$ cat src/rtl/xcvr_pkg.sv
package xcvr_pkg;

  // ==========================================================
  // widths and organisation
  localparam int SECTION_W = 9;
  localparam int SECTIONS  = 2;
  localparam int BUS_W     = SECTION_W * SECTIONS;
  localparam int CTRL_W    = 2 * SECTIONS;            // one bit per direction per section
  localparam int SYNC_W    = 2 * BUS_W + 3 * CTRL_W + 3;

  // ==========================================================
  // synchroniser vector layout
  localparam int SY_A_LSB    = 0;
  localparam int SY_B_LSB    = 18;
  localparam int SY_OE_LSB   = 36;
  localparam int SY_LE_LSB   = 40;
  localparam int SY_CLK_LSB  = 44;
  localparam int SY_TCK      = 48;
  localparam int SY_TMS      = 49;
  localparam int SY_TDI      = 50;
  localparam logic [SYNC_W-1:0] SYNC_IDLE = 51'h6_00F0_0000_0000;  // tms, tdi, enables high

  // ==========================================================
  // instruction register
  localparam int           IR_W       = 8;
  localparam logic [7:0]   IR_RESET   = 8'h81;
  localparam logic [7:0]   OP_EXTEST  = 8'h00;
  localparam logic [7:0]   OP_IDCODE  = 8'h81;
  localparam logic [7:0]   OP_SAMPLE  = 8'h82;
  localparam logic [7:0]   OP_BCR     = 8'h84;
  localparam logic [7:0]   OP_RUNT    = 8'h0A;
  localparam logic [7:0]   OP_BYPASS  = 8'hFF;

  // ==========================================================
  // boundary-scan register layout
  localparam int           BSR_W       = 48;
  localparam int           BSR_A_LSB   = 0;
  localparam int           BSR_B_LSB   = 18;
  localparam int           BSR_LE_LSB  = 36;
  localparam int           BSR_CLK_LSB = 40;
  localparam int           BSR_OE_LSB  = 44;
  localparam logic [3:0]   BSR_OE_RESET = 4'hF;

  // ==========================================================
  // boundary-control register
  localparam int           BCR_W     = 3;
  localparam logic [2:0]   BCR_RESET = 3'h2;
  localparam logic [2:0]   BCR_PSA   = 3'h2;
  localparam logic [2:0]   BCR_OUTPUT_RANDOM_PATTERN  = 3'h3;

  localparam int           ID_W      = 32;

  // ==========================================================
  // test access port controller states
  typedef enum logic [3:0] {
    TLR   = 4'b0000, RTI   = 4'b0001, SELDR = 4'b0010, CAPDR = 4'b0011,
    SHDR  = 4'b0100, EX1DR = 4'b0101, PSDR  = 4'b0110, EX2DR = 4'b0111,
    UPDR  = 4'b1000, SELIR = 4'b1001, CAPIR = 4'b1010, SHIR  = 4'b1011,
    EX1IR = 4'b1100, PSIR  = 4'b1101, EX2IR = 4'b1110, UPIR  = 4'b1111
  } tap_state_e;

endpackage : xcvr_pkg

$ cat src/rtl/scan_bus_transceiver_18bit.sv
// What this block does
// latch enable high: A data passes straight through to B
// latch enable low, store clock steady: B keeps its previous value
// latch enable low: A stored on each rising store clock edge
// output enable low drives B; high floats the nine B outputs of its own section
// B-to-A direction works the same with its own controls
// two independent 9-bit sections, together one 18-bit path
// test mode suppresses normal flow; test logic owns the pin boundary
// test port activity in normal mode leaves data flow alone
// test logic samples pin data and self-tests boundary cells
// signature compression accumulates A data input values
// pseudo-random patterns driven onto the B data outputs
// test operations run only from TCK, TMS, TDI, TDO
// test logic samples on TCK rise, changes TDO on TCK fall
// powers up in Test-Logic-Reset with test logic disabled
// test-logic reset loads instruction value selecting identification
// test-logic reset sets output-enable boundary cells 47-44 to one
// each section has its own six direction controls
// in test mode pin data and enables come from boundary cells
module scan_bus_transceiver_18bit #(
  parameter logic [31:0] ID_CODE = 32'h0000_0001  // arbitrary identification value
) (
  input  wire logic                        clk_sys_i,
  input  wire logic                        arst_n_i,
  input  wire logic [xcvr_pkg::BUS_W-1:0]  a_bus_i,
  output logic      [xcvr_pkg::BUS_W-1:0]  a_bus_o,
  output logic      [xcvr_pkg::BUS_W-1:0]  a_bus_oe_o,
  input  wire logic [xcvr_pkg::BUS_W-1:0]  b_bus_i,
  output logic      [xcvr_pkg::BUS_W-1:0]  b_bus_o,
  output logic      [xcvr_pkg::BUS_W-1:0]  b_bus_oe_o,
  input  wire logic [xcvr_pkg::SECTIONS-1:0] a_to_b_output_enable_n_i,
  input  wire logic [xcvr_pkg::SECTIONS-1:0] b_to_a_output_enable_n_i,
  input  wire logic [xcvr_pkg::SECTIONS-1:0] a_to_b_latch_enable_i,
  input  wire logic [xcvr_pkg::SECTIONS-1:0] b_to_a_latch_enable_i,
  input  wire logic [xcvr_pkg::SECTIONS-1:0] a_to_b_store_clock_i,
  input  wire logic [xcvr_pkg::SECTIONS-1:0] b_to_a_store_clock_i,
  input  wire logic                        tck_i,
  input  wire logic                        tms_i,
  input  wire logic                        tdi_i,
  output logic                             tdo_o,
  output logic                             tdo_oe_o
);

  typedef struct packed {
    logic [xcvr_pkg::SYNC_W-1:0] s1;
    logic [xcvr_pkg::SYNC_W-1:0] s2;
    logic [xcvr_pkg::SYNC_W-1:0] s3;
    logic [xcvr_pkg::SYNC_W-1:0] stable;
    logic                        tck_prev;
    xcvr_pkg::tap_state_e        tap;
    logic [xcvr_pkg::IR_W-1:0]   ir_shift;
    logic [xcvr_pkg::IR_W-1:0]   ir;
    logic [xcvr_pkg::BSR_W-1:0]  bsr_shift;
    logic [xcvr_pkg::BSR_W-1:0]  bsr_upd;
    logic [xcvr_pkg::BCR_W-1:0]  bcr_shift;
    logic [xcvr_pkg::BCR_W-1:0]  bcr;
    logic [xcvr_pkg::ID_W-1:0]   id_shift;
    logic                        bypass;
    logic                        tdo;
    logic                        tdo_oe;
  } top_s;

  top_s st;
  top_s next_st;

  logic [xcvr_pkg::BUS_W-1:0] pin_a;
  logic [xcvr_pkg::BUS_W-1:0] pin_b;
  logic                       tck_rise;
  logic                       tck_fall;
  logic                       tms;
  logic                       tdi;
  logic                       test_mode;
  logic                       runt_active;

  // ==========================================================
  // helpers
  function automatic logic [17:0] lfsr18(input logic [17:0] v);
    lfsr18 = {v[16:0], v[17] ^ v[10]};
  endfunction : lfsr18

  function automatic xcvr_pkg::tap_state_e tap_next(input xcvr_pkg::tap_state_e s,
                                                    input logic m);
    case (s)
      xcvr_pkg::TLR:   tap_next = m ? xcvr_pkg::TLR   : xcvr_pkg::RTI;
      xcvr_pkg::RTI:   tap_next = m ? xcvr_pkg::SELDR : xcvr_pkg::RTI;
      xcvr_pkg::SELDR: tap_next = m ? xcvr_pkg::SELIR : xcvr_pkg::CAPDR;
      xcvr_pkg::CAPDR: tap_next = m ? xcvr_pkg::EX1DR : xcvr_pkg::SHDR;
      xcvr_pkg::SHDR:  tap_next = m ? xcvr_pkg::EX1DR : xcvr_pkg::SHDR;
      xcvr_pkg::EX1DR: tap_next = m ? xcvr_pkg::UPDR  : xcvr_pkg::PSDR;
      xcvr_pkg::PSDR:  tap_next = m ? xcvr_pkg::EX2DR : xcvr_pkg::PSDR;
      xcvr_pkg::EX2DR: tap_next = m ? xcvr_pkg::UPDR  : xcvr_pkg::SHDR;
      xcvr_pkg::UPDR:  tap_next = m ? xcvr_pkg::SELDR : xcvr_pkg::RTI;
      xcvr_pkg::SELIR: tap_next = m ? xcvr_pkg::TLR   : xcvr_pkg::CAPIR;
      xcvr_pkg::CAPIR: tap_next = m ? xcvr_pkg::EX1IR : xcvr_pkg::SHIR;
      xcvr_pkg::SHIR:  tap_next = m ? xcvr_pkg::EX1IR : xcvr_pkg::SHIR;
      xcvr_pkg::EX1IR: tap_next = m ? xcvr_pkg::UPIR  : xcvr_pkg::PSIR;
      xcvr_pkg::PSIR:  tap_next = m ? xcvr_pkg::EX2IR : xcvr_pkg::PSIR;
      xcvr_pkg::EX2IR: tap_next = m ? xcvr_pkg::UPIR  : xcvr_pkg::SHIR;
      xcvr_pkg::UPIR:  tap_next = m ? xcvr_pkg::SELDR : xcvr_pkg::RTI;
      default:         tap_next = xcvr_pkg::TLR;
    endcase
  endfunction : tap_next

  // ==========================================================
  // decoded views of the agreed pin values
  assign pin_a     = st.stable[xcvr_pkg::SY_A_LSB +: xcvr_pkg::BUS_W];
  assign pin_b     = st.stable[xcvr_pkg::SY_B_LSB +: xcvr_pkg::BUS_W];
  assign tms       = st.stable[xcvr_pkg::SY_TMS];
  assign tdi       = st.stable[xcvr_pkg::SY_TDI];
  assign tck_rise  = st.stable[xcvr_pkg::SY_TCK] & ~st.tck_prev;
  assign tck_fall  = ~st.stable[xcvr_pkg::SY_TCK] & st.tck_prev;
  // test mode only for boundary-driving instructions outside reset
  assign test_mode = (st.tap != xcvr_pkg::TLR) &&
                     (st.ir == xcvr_pkg::OP_EXTEST || st.ir == xcvr_pkg::OP_RUNT);
  assign runt_active = (st.ir == xcvr_pkg::OP_RUNT) && (st.tap == xcvr_pkg::RTI);

  // ==========================================================
  // synchronisers, test access port and test registers
  always_comb begin
    next_st          = st;
    // three stages; agreed value moves when stages two and three match
    next_st.s1       = {tdi_i, tms_i, tck_i, b_to_a_store_clock_i, a_to_b_store_clock_i,
                        b_to_a_latch_enable_i, a_to_b_latch_enable_i,
                        b_to_a_output_enable_n_i, a_to_b_output_enable_n_i, b_bus_i, a_bus_i};
    next_st.s2       = st.s1;
    next_st.s3       = st.s2;
    next_st.stable   = (~(st.s2 ^ st.s3) & st.s3) | ((st.s2 ^ st.s3) & st.stable);
    next_st.tck_prev = st.stable[xcvr_pkg::SY_TCK];

    // all test sequencing advances on the test clock only
    if (tck_rise) begin
      next_st.tap = tap_next(st.tap, tms);
      case (st.tap)
        xcvr_pkg::TLR: begin
          next_st.ir  = xcvr_pkg::IR_RESET;
          next_st.bcr = xcvr_pkg::BCR_RESET;
          next_st.bsr_upd[xcvr_pkg::BSR_OE_LSB +: 4] = xcvr_pkg::BSR_OE_RESET;
        end
        xcvr_pkg::RTI: begin
          if (runt_active && st.bcr == xcvr_pkg::BCR_PSA) begin
            next_st.bsr_shift[xcvr_pkg::BSR_A_LSB +: 18] =
              lfsr18(st.bsr_shift[xcvr_pkg::BSR_A_LSB +: 18]) ^ pin_a;
          end else if (runt_active && st.bcr == xcvr_pkg::BCR_OUTPUT_RANDOM_PATTERN) begin
            next_st.bsr_upd[xcvr_pkg::BSR_B_LSB +: 18] =
              lfsr18(st.bsr_upd[xcvr_pkg::BSR_B_LSB +: 18]);
          end
        end
        xcvr_pkg::CAPIR: next_st.ir_shift = {{(xcvr_pkg::IR_W-2){1'b0}}, 2'b01};
        xcvr_pkg::SHIR:  next_st.ir_shift = {tdi, st.ir_shift[xcvr_pkg::IR_W-1:1]};
        xcvr_pkg::UPIR:  next_st.ir = st.ir_shift;
        xcvr_pkg::CAPDR: begin
          next_st.bypass   = 1'b0;
          next_st.id_shift = ID_CODE;
          next_st.bcr_shift = st.bcr;
          if (st.ir == xcvr_pkg::OP_SAMPLE || st.ir == xcvr_pkg::OP_EXTEST) begin
            // snapshot of every bus and control pin; TCK, TMS and TDI not captured
            next_st.bsr_shift = st.stable[xcvr_pkg::BSR_W-1:0];
          end
        end
        xcvr_pkg::SHDR: begin
          next_st.bypass    = tdi;
          next_st.id_shift  = {tdi, st.id_shift[xcvr_pkg::ID_W-1:1]};
          next_st.bcr_shift = {tdi, st.bcr_shift[xcvr_pkg::BCR_W-1:1]};
          next_st.bsr_shift = {tdi, st.bsr_shift[xcvr_pkg::BSR_W-1:1]};
        end
        xcvr_pkg::UPDR: begin
          if (st.ir == xcvr_pkg::OP_BCR) begin
            next_st.bcr = st.bcr_shift;
          end else if (st.ir == xcvr_pkg::OP_SAMPLE || st.ir == xcvr_pkg::OP_EXTEST ||
                       st.ir == xcvr_pkg::OP_RUNT) begin
            next_st.bsr_upd = st.bsr_shift;
          end
        end
        default: begin
        end
      endcase
    end

    // serial output moves on the falling test clock
    if (tck_fall) begin
      next_st.tdo_oe = (st.tap == xcvr_pkg::SHDR) || (st.tap == xcvr_pkg::SHIR);
      if (st.tap == xcvr_pkg::SHIR) begin
        next_st.tdo = st.ir_shift[0];
      end else if (st.ir == xcvr_pkg::OP_IDCODE) begin
        next_st.tdo = st.id_shift[0];
      end else if (st.ir == xcvr_pkg::OP_BCR) begin
        next_st.tdo = st.bcr_shift[0];
      end else if (st.ir == xcvr_pkg::OP_SAMPLE || st.ir == xcvr_pkg::OP_EXTEST ||
                   st.ir == xcvr_pkg::OP_RUNT) begin
        next_st.tdo = st.bsr_shift[0];
      end else begin
        next_st.tdo = st.bypass;
      end
    end
  end

  // state register; test port starts in its reset state
  always_ff @(posedge clk_sys_i or negedge arst_n_i) begin
    if (!arst_n_i) begin
      st           <= '0;
      st.tap       <= xcvr_pkg::TLR;
      st.ir        <= xcvr_pkg::IR_RESET;
      st.bcr       <= xcvr_pkg::BCR_RESET;
      st.bsr_upd[xcvr_pkg::BSR_OE_LSB +: 4] <= xcvr_pkg::BSR_OE_RESET;
      {st.s1, st.s2, st.s3, st.stable} <= {4{xcvr_pkg::SYNC_IDLE}};  // pulled-up pins idle high
    end else begin
      st <= next_st;
    end
  end

  assign tdo_o    = st.tdo;
  assign tdo_oe_o = st.tdo_oe;

  // ==========================================================
  // two independent sections
  for (genvar g = 0; g < xcvr_pkg::SECTIONS; g++) begin : g_sec
    localparam int LO = g * xcvr_pkg::SECTION_W;
    xcvr_section u_sec (
      .clk_sys_i      (clk_sys_i),
      .arst_n_i       (arst_n_i),
      .a_in_i         (pin_a[LO +: xcvr_pkg::SECTION_W]),
      .b_in_i         (pin_b[LO +: xcvr_pkg::SECTION_W]),
      .ab_oe_n_i      (st.stable[xcvr_pkg::SY_OE_LSB + g]),
      .ba_oe_n_i      (st.stable[xcvr_pkg::SY_OE_LSB + xcvr_pkg::SECTIONS + g]),
      .ab_le_i        (st.stable[xcvr_pkg::SY_LE_LSB + g]),
      .ba_le_i        (st.stable[xcvr_pkg::SY_LE_LSB + xcvr_pkg::SECTIONS + g]),
      .ab_clk_i       (st.stable[xcvr_pkg::SY_CLK_LSB + g]),
      .ba_clk_i       (st.stable[xcvr_pkg::SY_CLK_LSB + xcvr_pkg::SECTIONS + g]),
      .test_mode_i    (test_mode),
      .test_a_i       (st.bsr_upd[xcvr_pkg::BSR_A_LSB + LO +: xcvr_pkg::SECTION_W]),
      .test_b_i       (st.bsr_upd[xcvr_pkg::BSR_B_LSB + LO +: xcvr_pkg::SECTION_W]),
      .test_ab_oe_n_i (st.bsr_upd[xcvr_pkg::BSR_OE_LSB + g]),
      .test_ba_oe_n_i (st.bsr_upd[xcvr_pkg::BSR_OE_LSB + xcvr_pkg::SECTIONS + g]),
      .a_o            (a_bus_o[LO +: xcvr_pkg::SECTION_W]),
      .a_oe_o         (a_bus_oe_o[LO +: xcvr_pkg::SECTION_W]),
      .b_o            (b_bus_o[LO +: xcvr_pkg::SECTION_W]),
      .b_oe_o         (b_bus_oe_o[LO +: xcvr_pkg::SECTION_W])
    );
  end

endmodule : scan_bus_transceiver_18bit

$ cat src/rtl/xcvr_section.sv
module xcvr_section (
  input  wire logic                           clk_sys_i,
  input  wire logic                           arst_n_i,
  input  wire logic [xcvr_pkg::SECTION_W-1:0] a_in_i,
  input  wire logic [xcvr_pkg::SECTION_W-1:0] b_in_i,
  input  wire logic                           ab_oe_n_i,
  input  wire logic                           ba_oe_n_i,
  input  wire logic                           ab_le_i,
  input  wire logic                           ba_le_i,
  input  wire logic                           ab_clk_i,
  input  wire logic                           ba_clk_i,
  input  wire logic                           test_mode_i,
  input  wire logic [xcvr_pkg::SECTION_W-1:0] test_a_i,
  input  wire logic [xcvr_pkg::SECTION_W-1:0] test_b_i,
  input  wire logic                           test_ab_oe_n_i,
  input  wire logic                           test_ba_oe_n_i,
  output logic      [xcvr_pkg::SECTION_W-1:0] a_o,
  output logic      [xcvr_pkg::SECTION_W-1:0] a_oe_o,
  output logic      [xcvr_pkg::SECTION_W-1:0] b_o,
  output logic      [xcvr_pkg::SECTION_W-1:0] b_oe_o
);

  typedef struct packed {
    logic [xcvr_pkg::SECTION_W-1:0] ab_q;
    logic [xcvr_pkg::SECTION_W-1:0] ba_q;
    logic                           ab_clk_prev;
    logic                           ba_clk_prev;
    logic [xcvr_pkg::SECTION_W-1:0] a_out;
    logic [xcvr_pkg::SECTION_W-1:0] a_oe;
    logic [xcvr_pkg::SECTION_W-1:0] b_out;
    logic [xcvr_pkg::SECTION_W-1:0] b_oe;
  } sec_s;

  sec_s st;
  sec_s next_st;

  // ==========================================================
  // latch / flip-flop path per direction and output mux
  always_comb begin
    next_st             = st;
    next_st.ab_clk_prev = ab_clk_i;
    next_st.ba_clk_prev = ba_clk_i;
    if (ab_le_i) begin
      next_st.ab_q = a_in_i;
    end else if (ab_clk_i && !st.ab_clk_prev) begin
      next_st.ab_q = a_in_i;
    end
    if (ba_le_i) begin
      next_st.ba_q = b_in_i;
    end else if (ba_clk_i && !st.ba_clk_prev) begin
      next_st.ba_q = b_in_i;
    end
    if (test_mode_i) begin
      // boundary cells own the pins
      next_st.b_out = test_b_i;
      next_st.a_out = test_a_i;
      next_st.b_oe  = {xcvr_pkg::SECTION_W{~test_ab_oe_n_i}};
      next_st.a_oe  = {xcvr_pkg::SECTION_W{~test_ba_oe_n_i}};
    end else begin
      next_st.b_out = next_st.ab_q;
      next_st.a_out = next_st.ba_q;
      next_st.b_oe  = {xcvr_pkg::SECTION_W{~ab_oe_n_i}};
      next_st.a_oe  = {xcvr_pkg::SECTION_W{~ba_oe_n_i}};
    end
  end

  // state register
  always_ff @(posedge clk_sys_i or negedge arst_n_i) begin
    if (!arst_n_i) begin
      st <= '0;
    end else begin
      st <= next_st;
    end
  end

  assign a_o    = st.a_out;
  assign a_oe_o = st.a_oe;
  assign b_o    = st.b_out;
  assign b_oe_o = st.b_oe;

endmodule : xcvr_section

$ cat config.mk
export PLATFORM = sky130hd
export DESIGN_NAME = scan_bus_transceiver_18bit
export DESIGN_NICKNAME = d
export VERILOG_FILES = /design/src/rtl/xcvr_pkg.sv /design/src/rtl/scan_bus_transceiver_18bit.sv /design/src/rtl/xcvr_section.sv
export SDC_FILE = /design/constraint.sdc
export NUM_CORES = 1
export LEC_CHECK = 0
export ABC_AREA = 1
export BUFFER_PORTS_ARGS = -buffer_cell sky130_fd_sc_hd__buf_4
export CAP_MARGIN = 20
export CORE_ASPECT_RATIO = 0.7
export CORE_MARGIN = 5
export CORE_UTILIZATION = 25
export CTS_CLUSTER_DIAMETER = 60
export DETAILED_ROUTE_END_ITERATION = 8
export HOLD_SLACK_MARGIN = 0.06
export RECOVER_POWER = 50
export SLEW_MARGIN = 5
export SYNTH_ARGS = -nofsm -noshare
export SYNTH_HDL_FRONTEND = slang
export SYNTH_SLANG_ARGS = --single-unit
$ cat constraint.sdc
create_clock -name clk_sys_i -period 2.3 [get_ports clk_sys_i]
set_input_delay 0.115 -clock clk_sys_i [delete_from_list [all_inputs] [get_ports clk_sys_i]]
set_output_delay 0.115 -clock clk_sys_i [all_outputs]
set_load 0.05 [all_outputs]
==> results.md <==
- Seq pwr share: 0.462
- Die area: 0.06974 mm2
- Final worst path period need: 2.180 ns
- # diodes: 0
- PD cells: 1022 mW/mm2
- Fin. max-slew vios: 0
- Critical path peak fanout: 18
- Highest routed layer: met4
- Setup violators final: 0
- Critical Path AT: 2.61 ns
- Final Hold Viols: 0
- Drt pass-1 iters: 5
- Fin nets: 1558
- Top FF cell, synth: dfrtp_1
- Area share of the largest cell type after synthesis: 0.6240
- Largest area contributor in the netlist: dfrtp_1
- Slowest CP cell: dfrtp_1
- Critical Path RT: 2.73 ns
- Clk root buf: clkbuf_16
- Gpl congestion: 0.8282
- Port Buffer Count: 126
- Vias: 10056
- Core Rows: 77
- Post-Route WL: 35650 um
- Die W: 313.5 um
- H-Tree Depth: 2
- Setup Skew: 0.02086 ns
- CTS tree: built
- Leakage: 8.744 nW
- Postcts setup bufs: 0
- GR Overflow Total: 0
- Number of distinct library cells after synthesis: 41
- Rel. slew slack: 0.08480
- P_sw: 6.267 mW
- FMAX: 458.7 MHz
- Die H: 222.5 um
- Slew of the pin with the lowest slew margin: 1.373 ns
- CP Launch Type: flip-flop
- Area delta synth->final: 20.77%
- # DRC: 0
- Worst path cell trace: inv_2 > nor2_1 > nand2_1 > inv_1 > nand3_1 > o21ai_2 > nand3_4 > nor2_1 > a21oi_2
- First-pass GRT wire length: 56610 um
- Top cells by area, synth: dfrtp_1 (62%), dfstp_2 (5.1%), o21ai_0 (4.3%)
- Clock latency on the worst-skew pair: 0.56 ns
- All-Layer GR Usage: 0.09997
- Post-synthesis register bit count: 433
- Filler instances: 6355
- Num CTS Buffers: 41
- I/O pin count: 127
- Post-place setup slack: 0.1923 ns
- Core area: 0.06349 mm2
- Outcome: completed
- Max clock buf depth: 3
- Warnings from Yosys: 0
- Vias in the first global route: 9971
- Met2 WL: 14880 um
- Crit. End Element: flip-flop
- Seq/Total Area, Yosys: 0.6746
- Routed met1 length: 17590 um
- Crit path largest cell delay: 0.48 ns
- Syn avg cell area: 11.75 um2
- Max IR drop VDD: 0.4763 mV
- Fin Setup TNS: 0 ns
- Fraction of registers with async set/reset: 1.000
- Post-synth EDFFs: 0
- HP Class: input port to flip-flop
- Post-Syn Nets: 1425
- Sw frac: 0.3149
- Multi-input gate area: 0.003970 mm2
- Met3 routed WL: 2534 um
- Final WS setup: 0.1200 ns
- Sink Count: 433
- Register area: 0.01087 mm2
- Comb power frac: 0.207
- Worst hold margin: 0.2213 ns
- Ratio of cells with drive above 1 in the final layout: 0.1919
- Max-capacitance violation count: 0
- Vias per cell: 4.250
- Initial antenna violation count: 1
- Routed Antenna Nets: 0
- Reg clk slew, reported paths: 0.06 ns
- Post-DP HPWL: 24340 um
- WL per Instance: 15.07 um
- RSZ-0062 raised after global routing: no
- WS Path Type: flip-flop to flip-flop
- Power Internal: 13.63 mW
- Maximum number of pins on one net before global-route repair: 83
- Syn Inst Count: 1372
- DRT iter0 DRCs: 858
- Synth Cell Area: 0.01612 mm2
- Top cell by count, worst path: nor2_1
- Fin util: 0.3066
- Period utilisation layout: 0.9478
- Starting density of the core: 0.2539
- Clock share of power: 0.331
## what timing repair did
| action | 4_1_cts | 5_1_grt |
|---|---|---|
| hold buffers | 52 | 0 |
| resized for setup | 0 | 1 |
| hold endpoints to repair | 453 | 0 |
| setup endpoints to repair | 0 | 11 |
## synthesized netlist by cell type, drive strengths merged, types with 4 or more instances
cell type  number
dfrtp         402
o22ai          37
o21ai         153
o221ai         17
dfstp          31
a21oi          42
mux2           36
a31oi           4
clkbuf         23
nand3          35
buf            98
nor2          106
nand4           5
nand2         149
maj3           51
inv           138
mux2i          26
## routing by layer
layer,vias up,GRT usage
met5,-,0
met4,0,0.02304
met3,51,0.02664
met2,265,0.1407
met1,5006,0.1530
li1,4734,-
## final cells by class
cell class	instances	area share
Clock inverter	12	0.005527
Inverter	138	0.02661
Multi-Input combinational cell	681	0.2039
Sequential cell	433	0.5585
Timing Repair Buffer	210	0.09004
Tap cell	829	0.05328
Clock buffer	63	0.06208
## metrics by stage
step / cells / area (um2) / power [mW]
6_report: 2366 / 19470 / 19.90
5_1_grt: 2366 / 19470 / 20.96
4_1_cts: 2365 / 19530 / 20.14
3_5_place_dp: 2238 / 17690 / 13.35
3_3_place_gp: 2238 / 17690 / 13.29
2_1_floorplan: 1372 / 16120 / 12.12
## cell families (layout without fill, tap and decap cells)
kind of cell / count (synthesis) / in the layout / synth area share
flip-flops: 433 / 433 / 0.6746
AND/OR/NAND/NOR: 299 / 300 / 0.07591
AO/OA/AOI/OAI: 266 / 266 / 0.09454
buffers and inverters: 259 / 423 / 0.08095
multiplexers: 62 / 62 / 0.04129
adder cells (fa/ha/maj): 51 / 51 / 0.03167
XOR/XNOR: 2 / 2 / 0.001087
## layout by cell type, fill, tap and decap left out, types with 23 or more instances in the layout
master,instances
buf_4,94
maj3_1,51
nand2_1,146
dfstp_2,23
inv_1,133
mux2_2,36
a21oi_1,35
dlygate4sd3_1,52
o21ai_0,139
clkbuf_16,41
nand3_1,34
o22ai_1,37
clkbuf_1,23
mux2i_1,26
dfrtp_1,402
nor2_1,102
clkbuf_4,41
## power by group through the flow
stage                     Clock [mW]  Sequential, mW  Combinational, mW
after detailed placement           0            9.33               4.03
after global placement             0            9.30               3.98
after global routing            7.14            9.30               4.52
final                           6.58            9.20               4.12
after floorplan                    0            9.13               2.99
after CTS                       6.82            9.20               4.12
## critical path: cells and delay by family (launching register included)
kind	cells	cell delay (ns)
flip-flops	1	0.48
AO/OA/AOI/OAI	2	0.40
AND/OR/NAND/NOR	5	0.99
buffers and inverters	2	0.19
## path summary, 6_finish.rpt
kind,depth (start not counted),endpoint,slack [ns],startpoint
setup / recovery,9,st[90],0.12,st[153]
hold / removal,2,next_st[279],0.22,b_bus_i[1]
setup reg to reg,9,st[90],0.12,st[153]
hold reg to reg,0,next_st[243],0.35,next_st[294]
max in group asynchronous,3,g_sec[0].u_sec.st[54],0.54,arst_n_i
min in group asynchronous,2,g_sec[1].u_sec.st[41],0.42,arst_n_i
Power figures use the tool's default switching activity.
